--- src/rtl/servo_out_pkg.sv ---
// ****************************************************************
// Shared constants and types of the status-output select block.
// ****************************************************************
package servo_out_pkg;

  // Register port widths.
  localparam int unsigned ADDR_W = 8;
  localparam int unsigned DATA_W = 32;

  // Byte offsets of the register words.
  localparam logic [7:0] SEL_OFS = 8'h00;
  localparam logic [7:0] LIMCFG_OFS = 8'h04;
  localparam logic [7:0] LIMACT_OFS = 8'h08;
  localparam logic [7:0] CTRL_OFS = 8'h0c;
  localparam logic [7:0] TLIM_OFS = 8'h10;
  localparam logic [7:0] FLAGS_OFS = 8'h14;
  localparam logic [7:0] IRQ_STAT_OFS = 8'h18;
  localparam logic [7:0] IRQ_MASK_OFS = 8'h1c;
  localparam logic [7:0] REMOTE_OFS = 8'h20;

  // Values after reset.
  localparam logic [11:0] SEL_RESET = 12'h210;
  localparam logic [15:0] LIMCFG_RESET = 16'h0000;
  localparam logic [15:0] TLIM_RESET = 16'h7fff;
  localparam logic [3:0] IRQ_MASK_RESET = 4'h0;
  localparam logic [1:0] REMOTE_RESET = 2'h0;

  // Field positions.
  localparam int unsigned FWD_DIS_BIT = 4;
  localparam int unsigned REV_DIS_BIT = 8;
  localparam int unsigned CTRL_APPLY_BIT = 0;
  localparam int unsigned DIGIT_W = 4;
  localparam int unsigned NUM_PAIRS = 3;
  localparam int unsigned NUM_FLAGS = 12;

  // Interrupt status bits.
  localparam int unsigned IRQ_W = 4;
  localparam int unsigned IRQ_OT = 0;
  localparam int unsigned IRQ_ALARM = 1;
  localparam int unsigned IRQ_TLIM = 2;
  localparam int unsigned IRQ_READY_LOST = 3;

  // Selection digit codes.
  typedef enum logic [3:0] {
    SEL_IN_POS = 4'h0,
    SEL_ROT_DET = 4'h1,
    SEL_READY = 4'h2,
    SEL_TLIM = 4'h3,
    SEL_BRAKE = 4'h4,
    SEL_INDEX = 4'h5,
    SEL_OT = 4'h6,
    SEL_EXCITE = 4'h7,
    SEL_HOME = 4'h8,
    SEL_TDET = 4'h9,
    SEL_REMOTE1 = 4'ha,
    SEL_REMOTE2 = 4'hb
  } sel_code_t;

  // Drive inputs arriving from outside the clock domain.
  typedef struct packed {
    logic servo_on;
    logic prep_done;
    logic alarm;
    logic main_power;
    logic index_mark;
    logic forward_limit_in;
    logic reverse_limit_in;
    logic excited;
  } drive_pins_t;

  // One flag per selection code, active low, indexed by the code.
  typedef logic [NUM_FLAGS-1:0] flag_vec_t;

endpackage

--- src/rtl/output_pair_mux.sv ---
`timescale 1ns/100ps
`default_nettype none
// ****************************************************************
// One output terminal pair: picks a flag by its selection digit.
// ****************************************************************
module output_pair_mux
(
  input wire logic ref_clk_i,
  input wire logic rst_b_i,
  input wire servo_out_pkg::flag_vec_t flags_i,
  input wire logic [3:0] sel_i,
  output logic pair_n_o
);

  // Registered copy of the selected flag; high means inactive.
  logic pair_n_q;

  // The copy is refreshed every cycle so a new selection acts on the next edge.
  always_ff @(posedge ref_clk_i or negedge rst_b_i)
  begin
    if (!rst_b_i)
    begin
      pair_n_q <= 1'b1;
    end
    else if (sel_i < 4'(servo_out_pkg::NUM_FLAGS))
    begin
      pair_n_q <= flags_i[sel_i];
    end
    else
    begin
      // Codes past the table leave the pair off.
      pair_n_q <= 1'b1;
    end
  end

  assign pair_n_o = pair_n_q;
endmodule // output_pair_mux
`default_nettype wire

--- src/rtl/servo_status_output_select.sv ---
// Added by the designer: the register addresses and strobed register access.
`timescale 1ns/100ps
`default_nettype none
// ****************************************************************
// Status flags of the drive and their routing to output pairs.
// ****************************************************************
// How it works
// - Ready low only after servo-on and preparation.
// - Alarm or lost main power clears ready.
// - Index output low while shaft at index.
// - Config digits disable forward/reverse limits after restart.
// - Both limits disabled keeps overtravel on.
// - Excitation low while enabled and excited.
// - Torque-limited low while reference exceeds limit.
// - Torque-limited works in every control mode.
// - Nine flags unassigned after reset.
// - One digit per pair; three selects torque-limited.
// - Digit codes decode to twelve flags.
module servo_status_output_select
(
  input wire logic ref_clk_i,
  input wire logic rst_b_i,
  input wire logic [7:0] addr_i,
  input wire logic [31:0] wdata_i,
  input wire logic wr_i,
  input wire logic rd_i,
  output logic [31:0] rdata_o,
  output logic irq_o,
  input wire servo_out_pkg::drive_pins_t pins_i,
  input wire logic [15:0] torque_ref_i,
  input wire logic in_position_n_i,
  input wire logic rotation_detect_n_i,
  input wire logic brake_interlock_n_i,
  input wire logic home_done_n_i,
  input wire logic torque_detect_n_i,
  output logic [2:0] pair_n_o
);

  // ****************************************************************
  // Input synchronisers
  // ****************************************************************

  // First stage; read by the second stage only.
  logic [7:0] meta_q;
  // Second stage; safe for logic.
  logic [7:0] sync_q;
  // Synchronised pins viewed as fields.
  servo_out_pkg::drive_pins_t pins_s;

  // Each pin bit gets its own two-flop chain.
  generate
    for (genvar b = 0; b < 8; b++)
    begin : g_sync
      always_ff @(posedge ref_clk_i or negedge rst_b_i)
      begin
        if (!rst_b_i)
        begin
          meta_q[b] <= 1'b0;
          sync_q[b] <= 1'b0;
        end
        else
        begin
          meta_q[b] <= pins_i[b];
          sync_q[b] <= meta_q[b];
        end
      end
    end
  endgenerate

  assign pins_s = sync_q;

  // ****************************************************************
  // Registers
  // ****************************************************************

  // Selection digits, one per pair.
  logic [11:0] sel_q;
  // Limit configuration as written; not yet in force.
  logic [15:0] limcfg_q;
  // Limit configuration in force since the last restart.
  logic [15:0] limact_q;
  // Torque limit setting.
  logic [15:0] tlim_q;
  // Sticky event bits and their mask.
  logic [3:0] irq_stat_q;
  logic [3:0] irq_mask_q;
  // Remote output bits; one means output on.
  logic [1:0] remote_q;
  // Flag vector, active low, one cycle behind the side inputs, three behind the drive pins.
  servo_out_pkg::flag_vec_t flags_q;
  servo_out_pkg::flag_vec_t flags_d;
  // Read data and interrupt output.
  logic [31:0] rdata_q;
  logic irq_q;

  // Decoded write strobes.
  logic wr_sel;
  logic wr_limcfg;
  logic wr_ctrl;
  logic wr_tlim;
  logic wr_stat;
  logic wr_mask;
  logic wr_remote;
  // Restart request: loads the pending limit configuration.
  logic apply;

  assign wr_sel = wr_i && (addr_i == servo_out_pkg::SEL_OFS);
  assign wr_limcfg = wr_i && (addr_i == servo_out_pkg::LIMCFG_OFS);
  assign wr_ctrl = wr_i && (addr_i == servo_out_pkg::CTRL_OFS);
  assign wr_tlim = wr_i && (addr_i == servo_out_pkg::TLIM_OFS);
  assign wr_stat = wr_i && (addr_i == servo_out_pkg::IRQ_STAT_OFS);
  assign wr_mask = wr_i && (addr_i == servo_out_pkg::IRQ_MASK_OFS);
  assign wr_remote = wr_i && (addr_i == servo_out_pkg::REMOTE_OFS);
  assign apply = wr_ctrl && wdata_i[servo_out_pkg::CTRL_APPLY_BIT];

  // Selection starts with no pair on the nine flags past code two.
  always_ff @(posedge ref_clk_i or negedge rst_b_i)
  begin
    if (!rst_b_i)
    begin
      sel_q <= servo_out_pkg::SEL_RESET;
    end
    else if (wr_sel)
    begin
      sel_q <= wdata_i[11:0];
    end
  end

  // Limit configuration: written freely, but only a restart makes it
  // act, so the limits never change meaning in mid-motion.
  always_ff @(posedge ref_clk_i or negedge rst_b_i)
  begin
    if (!rst_b_i)
    begin
      limcfg_q <= servo_out_pkg::LIMCFG_RESET;
      limact_q <= servo_out_pkg::LIMCFG_RESET;
    end
    else
    begin
      if (wr_limcfg)
      begin
        limcfg_q <= wdata_i[15:0];
      end
      if (apply)
      begin
        limact_q <= limcfg_q;
      end
    end
  end

  // Torque limit and remote outputs are plain storage.
  always_ff @(posedge ref_clk_i or negedge rst_b_i)
  begin
    if (!rst_b_i)
    begin
      tlim_q <= servo_out_pkg::TLIM_RESET;
      remote_q <= servo_out_pkg::REMOTE_RESET;
      irq_mask_q <= servo_out_pkg::IRQ_MASK_RESET;
    end
    else
    begin
      if (wr_tlim)
      begin
        tlim_q <= wdata_i[15:0];
      end
      if (wr_remote)
      begin
        remote_q <= wdata_i[1:0];
      end
      if (wr_mask)
      begin
        irq_mask_q <= wdata_i[3:0];
      end
    end
  end

  // ****************************************************************
  // Flag generation
  // ****************************************************************

  // Limit disables in force.
  logic fwd_dis;
  logic rev_dis;
  // Raw active-high conditions.
  logic ready_on;
  logic ot_off;
  logic excite_on;
  logic tlim_on;

  assign fwd_dis = limact_q[servo_out_pkg::FWD_DIS_BIT];
  assign rev_dis = limact_q[servo_out_pkg::REV_DIS_BIT];
  // Ready needs servo-on, finished preparation, no alarm and power.
  assign ready_on = pins_s.servo_on && pins_s.prep_done
    && !pins_s.alarm && pins_s.main_power;
  // A disabled limit is ignored, so both disabled leaves it on.
  assign ot_off = (pins_s.forward_limit_in && !fwd_dis)
    || (pins_s.reverse_limit_in && !rev_dis);
  assign excite_on = pins_s.servo_on && pins_s.excited;
  // No mode input gates this compare, so it holds in every mode.
  assign tlim_on = torque_ref_i > tlim_q;

  // Flags by code; each is low when its condition is on.
  always_comb
  begin
    flags_d = '1;
    flags_d[servo_out_pkg::SEL_IN_POS] = in_position_n_i;
    flags_d[servo_out_pkg::SEL_ROT_DET] = rotation_detect_n_i;
    flags_d[servo_out_pkg::SEL_READY] = !ready_on;
    flags_d[servo_out_pkg::SEL_TLIM] = !tlim_on;
    flags_d[servo_out_pkg::SEL_BRAKE] = brake_interlock_n_i;
    // The width follows the mark itself, hence the speed.
    flags_d[servo_out_pkg::SEL_INDEX] = !pins_s.index_mark;
    flags_d[servo_out_pkg::SEL_OT] = ot_off;
    flags_d[servo_out_pkg::SEL_EXCITE] = !excite_on;
    flags_d[servo_out_pkg::SEL_HOME] = home_done_n_i;
    flags_d[servo_out_pkg::SEL_TDET] = torque_detect_n_i;
    flags_d[servo_out_pkg::SEL_REMOTE1] = !remote_q[0];
    flags_d[servo_out_pkg::SEL_REMOTE2] = !remote_q[1];
  end

  // Flags are registered once so every pair sees the same sample.
  always_ff @(posedge ref_clk_i or negedge rst_b_i)
  begin
    if (!rst_b_i)
    begin
      flags_q <= '1;
    end
    else
    begin
      flags_q <= flags_d;
    end
  end

  // ****************************************************************
  // Interrupts
  // ****************************************************************

  // Events: overtravel going off, alarm rising, limit entered,
  // ready lost. Overtravel and ready are rising flag edges, the limit a falling one, alarm a pin edge.
  logic [3:0] irq_ev;
  // Last alarm sample for edge detection.
  logic alarm_seen_q;

  assign irq_ev[servo_out_pkg::IRQ_OT] =
    flags_d[servo_out_pkg::SEL_OT] && !flags_q[servo_out_pkg::SEL_OT];
  assign irq_ev[servo_out_pkg::IRQ_ALARM] =
    pins_s.alarm && !alarm_seen_q;
  assign irq_ev[servo_out_pkg::IRQ_TLIM] =
    !flags_d[servo_out_pkg::SEL_TLIM] && flags_q[servo_out_pkg::SEL_TLIM];
  assign irq_ev[servo_out_pkg::IRQ_READY_LOST] =
    flags_d[servo_out_pkg::SEL_READY] && !flags_q[servo_out_pkg::SEL_READY];

  // Sticky status; an event in the clearing cycle still sets the bit.
  always_ff @(posedge ref_clk_i or negedge rst_b_i)
  begin
    if (!rst_b_i)
    begin
      irq_stat_q <= '0;
      alarm_seen_q <= 1'b0;
      irq_q <= 1'b0;
    end
    else
    begin
      alarm_seen_q <= pins_s.alarm;
      irq_stat_q <= (irq_stat_q & ~(wr_stat ? wdata_i[3:0] : 4'h0))
        | irq_ev;
      irq_q <= |(irq_stat_q & irq_mask_q);
    end
  end

  assign irq_o = irq_q;

  // ****************************************************************
  // Register read port
  // ****************************************************************

  // Read data stand in the cycle after the strobe, else zero.
  always_ff @(posedge ref_clk_i or negedge rst_b_i)
  begin
    if (!rst_b_i)
    begin
      rdata_q <= '0;
    end
    else if (!rd_i)
    begin
      rdata_q <= '0;
    end
    else if (addr_i == servo_out_pkg::SEL_OFS)
    begin
      rdata_q <= {20'h00000, sel_q};
    end
    else if (addr_i == servo_out_pkg::LIMCFG_OFS)
    begin
      rdata_q <= {16'h0000, limcfg_q};
    end
    else if (addr_i == servo_out_pkg::LIMACT_OFS)
    begin
      rdata_q <= {16'h0000, limact_q};
    end
    else if (addr_i == servo_out_pkg::TLIM_OFS)
    begin
      rdata_q <= {16'h0000, tlim_q};
    end
    else if (addr_i == servo_out_pkg::FLAGS_OFS)
    begin
      rdata_q <= {20'h00000, flags_q};
    end
    else if (addr_i == servo_out_pkg::IRQ_STAT_OFS)
    begin
      rdata_q <= {28'h0000000, irq_stat_q};
    end
    else if (addr_i == servo_out_pkg::IRQ_MASK_OFS)
    begin
      rdata_q <= {28'h0000000, irq_mask_q};
    end
    else if (addr_i == servo_out_pkg::REMOTE_OFS)
    begin
      rdata_q <= {30'h00000000, remote_q};
    end
    else
    begin
      // Control word and unmapped addresses read as zero.
      rdata_q <= '0;
    end
  end

  assign rdata_o = rdata_q;

  // ****************************************************************
  // Output pairs
  // ****************************************************************

  generate
    for (genvar p = 0; p < 3; p++)
    begin : g_pair
      output_pair_mux u_pair
      (
        .ref_clk_i(ref_clk_i),
        .rst_b_i(rst_b_i),
        .flags_i(flags_q),
        .sel_i(sel_q[p*4 +: 4]),
        .pair_n_o(pair_n_o[p])
      );
    end
  endgenerate
endmodule // servo_status_output_select
`default_nettype wire

--- config.mk ---
export PLATFORM = sky130hd
export DESIGN_NAME = servo_status_output_select
export DESIGN_NICKNAME = d
export VERILOG_FILES = /design/src/rtl/servo_out_pkg.sv /design/src/rtl/output_pair_mux.sv /design/src/rtl/servo_status_output_select.sv
export SDC_FILE = /design/constraint.sdc
export NUM_CORES = 1
export LEC_CHECK = 0
export BUFFER_PORTS_ARGS = -buffer_cell sky130_fd_sc_hd__buf_2
export CORE_ASPECT_RATIO = 1.25
export CORE_MARGIN = 2
export CORE_UTILIZATION = 50
export CTS_BUF_LIST = sky130_fd_sc_hd__clkbuf_4 sky130_fd_sc_hd__clkbuf_8 sky130_fd_sc_hd__clkbuf_16
export CTS_CLUSTER_SIZE = 20
export DETAILED_ROUTE_END_ITERATION = 8
export PLACE_DENSITY_LB_ADDON = 0.05
export SLEW_MARGIN = 10
export SYNTH_ARGS = -nofsm -noshare
export SYNTH_HDL_FRONTEND = slang
export SYNTH_SLANG_ARGS = --single-unit
--- constraint.sdc ---
create_clock -name ref_clk_i -period 2.34 [get_ports ref_clk_i]
set_clock_uncertainty 0.05 [all_clocks]
set_input_delay 0.234 -clock ref_clk_i [delete_from_list [all_inputs] [get_ports ref_clk_i]]
set_output_delay 0.234 -clock ref_clk_i [all_outputs]
set_load 0.005 [all_outputs]
==> impl_metrics.ini, run 1 <==
[run_status]
status = finished, final reports clean

[timing]
fmax_mhz = 447
tightest_slew_ns = 0.612
relSlewSlack_pct = 59.2
setup_viol = 0
final_max_slew_viol_count = 0
post-route-period-util_pct = 95.6
hold_viol = 0
rsz0062_at_grt = false
final.setup.tns_ns = 0
fin_crit_ns = 2.24

[floorplan]
num_io_pins = 109
die_x_um = 101
rows = 44
die_area_um2 = 12600
initial_core_util_pct = 50.8
fp.dieH_um = 125
coreArea_um2 = 11500

[drt]
drt-vias-per-instance = 5.58
drtIter0Drc = 208
ant_nets = 0
wl_mm = 14.1
vias = 4075
post-route-drc-count = 0
drt_pass1_iterations = 4
wl_per_cell_um = 19.3

[final_layout]
drive_gt1_share_pct = 39.4
multi_input_area_um2 = 2530
n_antenna_cell = 0
syn2layout_area_growth_pct = 20.7
final_cells = 730
seq_area_um2 = 3020
fin_nets = 668
fillers = 935

[critical_path]
crit_fanout = 4
r2r_cells = 7
r2r_slack_ns = 0.10
worstReg2RegStart = tlim_q[3]
critPathRequiredTime_ns = 2.58
end_kind = flip-flop
r2r_end = irq_stat_q[2]
critPathLaunchType = flip-flop
cp_data_arrival_time_ns = 2.48
cp-startpoint = tlim_q[3]
path_class = reg -> reg

[grt]
grt_pass1_vias = 4206
grtUsageTotal_pct = 23.7
overflow = 0
antenna_found_initial = 0
met3_usage_pct = 4.55
grtUsageMet1_pct = 31.4
grt_max_degree = 120
grtUsageMet2_pct = 39.1
grt_pass1_wl_mm = 22.6
busiest_layer = met2

[logic_synthesis]
avgSynthCellArea_um2 = 12.2
yosys_warnings = 0
syn_inst = 480
synth_most_common_cell = dfrtp_1
synthTopCellsByCount = 87 x dfrtp_1, 46 x mux2_2, 38 x a21oi_1
ys_seq_area_share_pct = 51.6
synth_top_cell_by_area = dfrtp_1
syn_area_um2 = 5840
yosysTopAreaCellShare_pct = 37.3
synth_ff_type = dfrtp_1
asyncSetResetFlopFracSynth_pct = 100
synth-edff-count = 0
netlist_top_cells_area = dfrtp_1 37%, dfstp_2 14%, mux2_2 8.9%, mux4_2 4.2%, ha_1 3.4%
ys_types = 51
synth_seq_cells = 119

[clock_network]
clkSinkCount = 119
clkTransAtPathRegs_ns = 0.06
cts.path.max_buffers = 2
cts_tree = done
clock_latency_ns = 0.40
htreeDepth = 4
cts_buffers = 17
cts_setup_buffers = 0
cts-root-buf = clkbuf_16
ctsResizeCount = 0

[worst_hold_path]
min_to = tlim_q[14]
min_from = wdata_i[14]
min_path_cells = 2
hold_class = in -> reg

[job]
max-cap-violations = 0

[place]
dpl.cell_count = 684
io_buffers = 76
dp.final_hpwl_mm = 10.0
gp_congestion = 0.861

[power]
powerDensity_nw_per_um2 = 734
peakVddDrop_uv = 510
total_leakage_power_nw = 3.23
==> per-stage QoR <==
step | cell area [um^2] | power (W) | setup WS (ns) | utilization (%) | hold WS, ns
3_5_place_dp | 6330 | 0.00266 | 0.114 | 55.0 | 0.286
3_3_place_gp | 6330 | 0.00264 | 0.109 | 55.0 | 0.282
6_report | 7050 | 0.00517 | 0.102 | 61.3 | 0.0279
2_1_floorplan | 5900 | 0.00248 | 0.206 | - | -0.112
5_1_grt | 7050 | 0.00536 | 0.0157 | 61.3 | 0.0156
4_1_cts | 7050 | 0.00522 | 0.0988 | 61.3 | 0.0155
==> how the worst max path moves through the flow <==
stage,end,slack (ns),cells after the start
CTS,irq_stat_q[2],0.1,7
detailed placement,irq_stat_q[2],0.11,7
floorplan,irq_stat_q[2],0.21,7
finish,irq_stat_q[2],0.10,7
global placement,irq_stat_q[2],0.11,7
global route,irq_stat_q[2],0.02,7
==> metal layers <==
metal / wire length, um / share of wire [%]
met1: 6030 / 43
met4: 255 / 1.8
met5: 0 / 0
met3: 490 / 3.5
met2: 7330 / 52
==> cells by family after synthesis <==
family / count (synthesis) / synth area share (%)
buf+inv: 68 / 6.04
simple gates: 95 / 9.42
compound gates: 101 / 11.3
mux: 80 / 18.1
fa+ha+maj: 16 / 3.43
other cells: 1 / 0.0642
flops: 119 / 51.6
==> layout by cell type, fill, tap and decap left out, types with 3 or more instances in the layout <==
| master | n |
|---|---|
| mux2_1 | 10 |
| a21oi_1 | 38 |
| nand4_1 | 7 |
| ha_1 | 16 |
| nand2_1 | 27 |
| nand3_1 | 9 |
| inv_6 | 3 |
| a2bb2oi_1 | 8 |
| a22oi_1 | 6 |
| inv_1 | 28 |
| nand2b_1 | 7 |
| dfstp_2 | 32 |
| a22o_1 | 3 |
| nor2b_1 | 7 |
| mux2_2 | 46 |
| clkinvlp_4 | 6 |
| dlygate4sd3_1 | 14 |
| o21ai_0 | 19 |
| o22ai_1 | 9 |
| clkbuf_16 | 17 |
| nor2_1 | 17 |
| mux4_2 | 11 |
| nor3_4 | 3 |
| mux2i_1 | 3 |
| buf_2 | 75 |
| o221a_1 | 8 |
| mux2_4 | 10 |
| conb_1 | 16 |
| buf_4 | 14 |
| dfrtp_1 | 87 |
==> critical path, cell delays in order, from the launching register on <==
cell and delay (ns):
dfstp_2 0.54, inv_1 0.04, ha_1 0.32, a21oi_1 0.14, a31o_2 0.17, a311oi_1 0.08
or4_1 0.53, a32o_1 0.26
==> area by class of cell <==
| class | count | share of cell area (%) |
|---|---|---|
| clock buffers | 18 | 6.14 |
| repair buffers | 104 | 9.08 |
| clock inverters | 14 | 2.13 |
| flip-flops and latches | 119 | 42.8 |
| well taps | 138 | 2.45 |
| multi-input cells | 308 | 35.9 |
| inverters | 29 | 1.54 |
==> flip-flops by register name, indices dropped and copies added (netlist names), 4 cells and up <==
| name | flops |
|---|---|
| limact_q | 16 |
| limcfg_q | 16 |
| rdata_o | 16 |
| tlim_q | 16 |
| flags_q | 12 |
| sel_q | 12 |
| meta_q | 8 |
| pins_s | 8 |
| irq_mask_q | 4 |
| irq_stat_q | 4 |
==> repair_timing <==
action	in CTS	in global routing
endpoints found under the hold margin	100	0
endpoints found under the setup margin	0	0
hold buffers	14	0
==> power by group <==
part           switching, W  total (W)  internal, W
clock              0.000953    0.00254      0.00158
combinational      0.000217   0.000406     0.000189
sequential        0.0000690    0.00223      0.00216
total               0.00124    0.00517      0.00393
Note: power is estimated with default switching activity, not from simulation.
==> run 2: changes to the inputs <==
--- a/config.mk
+++ b/config.mk
@@ -16,4 +16,5 @@
 export SLEW_MARGIN = 10
 export SYNTH_ARGS = -nofsm -noshare
 export SYNTH_HDL_FRONTEND = slang
+export SYNTH_HIERARCHICAL = 1
 export SYNTH_SLANG_ARGS = --single-unit
==> run 2 against run 1 <==
Effect of this change: maximum frequency is 1.2% higher; final cell count fell by 3.6%; first-iteration DRC count up 4.8%; via count rose by 1.3%; setup slack improved by 0.027 ns; combinational power fell by 2%; cell area down 1.3%; global-route usage increased by 0.88 points; synthesized cell count down 8.1%; flip-flop and latch count unchanged; count of clock-buffer cells in the layout stayed put; critical endpoint unchanged.
==> impl_metrics.ini, run 2 <==
[power]
p_seq_share_pct = 44.2
peakVddDrop_uv = 447
total_leakage_power_nw = 3.24
internal_power_w = 0.00383
p_sw_w = 0.00122
combPwrFrac_pct = 7.9
p_clk_share_pct = 47.9
powerDensity_nw_per_um2 = 725
switching_share_pct = 24.2

[drt]
vias = 4129
post-route-drc-count = 0
drt-vias-per-instance = 5.87
drtIter0Drc = 218
wl_mm = 14.2
ant_nets = 0
drt_pass1_iterations = 5
wl_per_cell_um = 20.1

[floorplan]
die_x_um = 99.1
num_io_pins = 109
coreArea_um2 = 11100
rows = 43
initial_core_util_pct = 51.0
die_area_um2 = 12200
fp.dieH_um = 123

[logic_synthesis]
yosys_warnings = 6
synth_seq_cells = 119
asyncSetResetFlopFracSynth_pct = 100
ys_types = 56
synth_ff_type = dfrtp_1
yosysTopAreaCellShare_pct = 38.5
syn_inst = 441
synthTopCellsByCount = 87 x dfrtp_1, 70 x mux2_2, 32 x dfstp_2
synth-edff-count = 0
syn_area_um2 = 5660
avgSynthCellArea_um2 = 12.8
netlist_top_cells_area = dfrtp_1 38%, dfstp_2 15%, mux2_2 14%, mux4_1 4.2%, ha_1 3.5%
ys_seq_area_share_pct = 53.4
synth_top_cell_by_area = dfrtp_1
synth_most_common_cell = dfrtp_1

[place]
post-place-ws_ns = 0.132
post_dp_cell_area_um2 = 6250
io_buffers = 76
dp.final_hpwl_mm = 10.0
gp_congestion = 0.917

[worst_hold_path]
hold_class = in -> reg
min_to = limcfg_q[15]
min_path_cells = 2
min_from = wdata_i[15]

[critical_path]
path_class = reg -> reg
critPathRequiredTime_ns = 2.64
worstReg2RegStart = tlim_q[14]
r2r_cells = 7
cpPeakStageDelay_ns = 0.54
r2r_end = irq_stat_q[2]
cp_data_arrival_time_ns = 2.51
end_kind = flip-flop
crit_fanout = 3
critPathLaunchType = flip-flop
cp_slowest_cell = dfstp_2
crit_chain = inv_1 -> ha_1 -> nand3_1 -> nor4_2 -> mux2_2 -> a31oi_1 -> a221o_1
r2r_slack_ns = 0.13

[timing]
setup_viol = 0
fin_crit_ns = 2.21
final_max_slew_viol_count = 0
post-route-period-util_pct = 94.5
fmax_mhz = 452
final.setup.tns_ns = 0
relSlewSlack_pct = 59.4
layout_setup_ws_ns = 0.130
hold_viol = 0
tightest_slew_ns = 0.604
holdWs_ns = 0.0235

[grt]
grtUsageTotal_pct = 24.6
grt_max_degree = 48
grt_pass1_vias = 4143
overflow = 0
antenna_found_initial = 0
grt_pass1_wl_mm = 22.4

[final_layout]
final_cell_area_um2 = 6960
drive_gt1_share_pct = 43.4
n_antenna_cell = 0
final_cell_mix = 87 x dfrtp_1, 75 x buf_2, 70 x mux2_2
fillers = 912
fin_nets = 645
syn2layout_area_growth_pct = 23.0
final_common_cell = dfrtp_1
utilization_pct = 62.8

[clock_network]
cts_tree = done
htreeDepth = 4
clkTransAtPathRegs_ns = 0.05
cts.path.max_buffers = 2
clock_latency_ns = 0.42
clkSinkCount = 119
cts_buffers = 17
cts_setup_buffers = 0
cts-root-buf = clkbuf_16

[run_status]
status = finished, final reports clean

[job]
max-cap-violations = 0
-- run 2: cell count changes after synthesis, sizes merged, moves of 8 or more --
cell,previous run,this run
a2bb2oi,8,0
o22a,0,8
a21oi,38,14
o221a,8,0
-- run 2: area by class of cell --
type	instances	area, um^2	share of cell area, %
clock buffers	18	433	6.22
clock inverters	14	129	1.85
inverters	27	101	1.46
multi-input cells	278	2400	34.5
flip-flops and latches	119	3020	43.4
well taps	135	169	2.43
repair buffers	113	708	10.2
-- run 2: cells by family (layout without fill, tap and decap cells) --
| logic type | count (synthesis) | count (layout) | synth area share (%) |
|---|---|---|---|
| buffers and inverters | 59 | 172 | 5.33 |
| AO/OA/AOI/OAI | 85 | 85 | 10.7 |
| adder cells (fa/ha/maj) | 16 | 16 | 3.54 |
| other | 1 | 16 | 0.0663 |
| multiplexers | 86 | 86 | 19.4 |
| AND/OR/NAND/NOR | 74 | 74 | 7.48 |
| XOR/XNOR | 1 | 1 | 0.155 |
| flip-flops | 119 | 119 | 53.4 |
-- run 2: how the worst max path moves through the flow --
stage                    start            end  slack, ns  depth (start not counted)
global placement     addr_i[5]  irq_stat_q[2]       0.16                          5
CTS                  tlim_q[9]  irq_stat_q[2]       0.12                          7
floorplan           tlim_q[14]  irq_stat_q[2]       0.36                          7
finish              tlim_q[14]  irq_stat_q[2]       0.13                          7
detailed placement   tlim_q[9]  irq_stat_q[2]       0.13                          7
global route        tlim_q[14]  irq_stat_q[2]      -0.02                          7
-- run 2: layer usage --
layer	global-route usage (%)	vias up	wire [um]
met5	0	-	0
met4	11.2	0	501
met3	5.31	40	893
met2	40.2	181	7110
met1	31.7	2065	5660
li1	-	1843	-
-- run 2: repair_timing --
action | CTS | global route
gates resized for setup | 0 | 1
hold buffers | 14 | 0
setup endpoints to repair | 0 | 1
hold endpoints to repair | 34 | 0
-- run 2: worst max-delay path: cells and delay by family, from the launching register on --
family	cells	cell delay, ns
AOI/OAI and AO/OA	2	0.36
adders and majority gates	1	0.30
buffers and inverters	1	0.05
DFF	1	0.54
muxes	1	0.37
and+or+nand+nor	2	0.47
-- run 2: metrics by stage --
step,instances,total power (W)
floorplan,456,0.00246
global placement,658,0.00263
detailed placement,658,0.00264
CTS,704,0.00511
global route,704,0.00526
finish,704,0.00505
-- run 2: power groups by stage --
stage / logic (W) / registers, W / clock network, W
after global placement: 0.000369 / 0.00226 / 0
final: 0.000397 / 0.00223 / 0.00242
after detailed placement: 0.000379 / 0.00226 / 0
after CTS: 0.000400 / 0.00223 / 0.00247
after floorplan: 0.000220 / 0.00224 / 0
after global routing: 0.000444 / 0.00224 / 0.00257
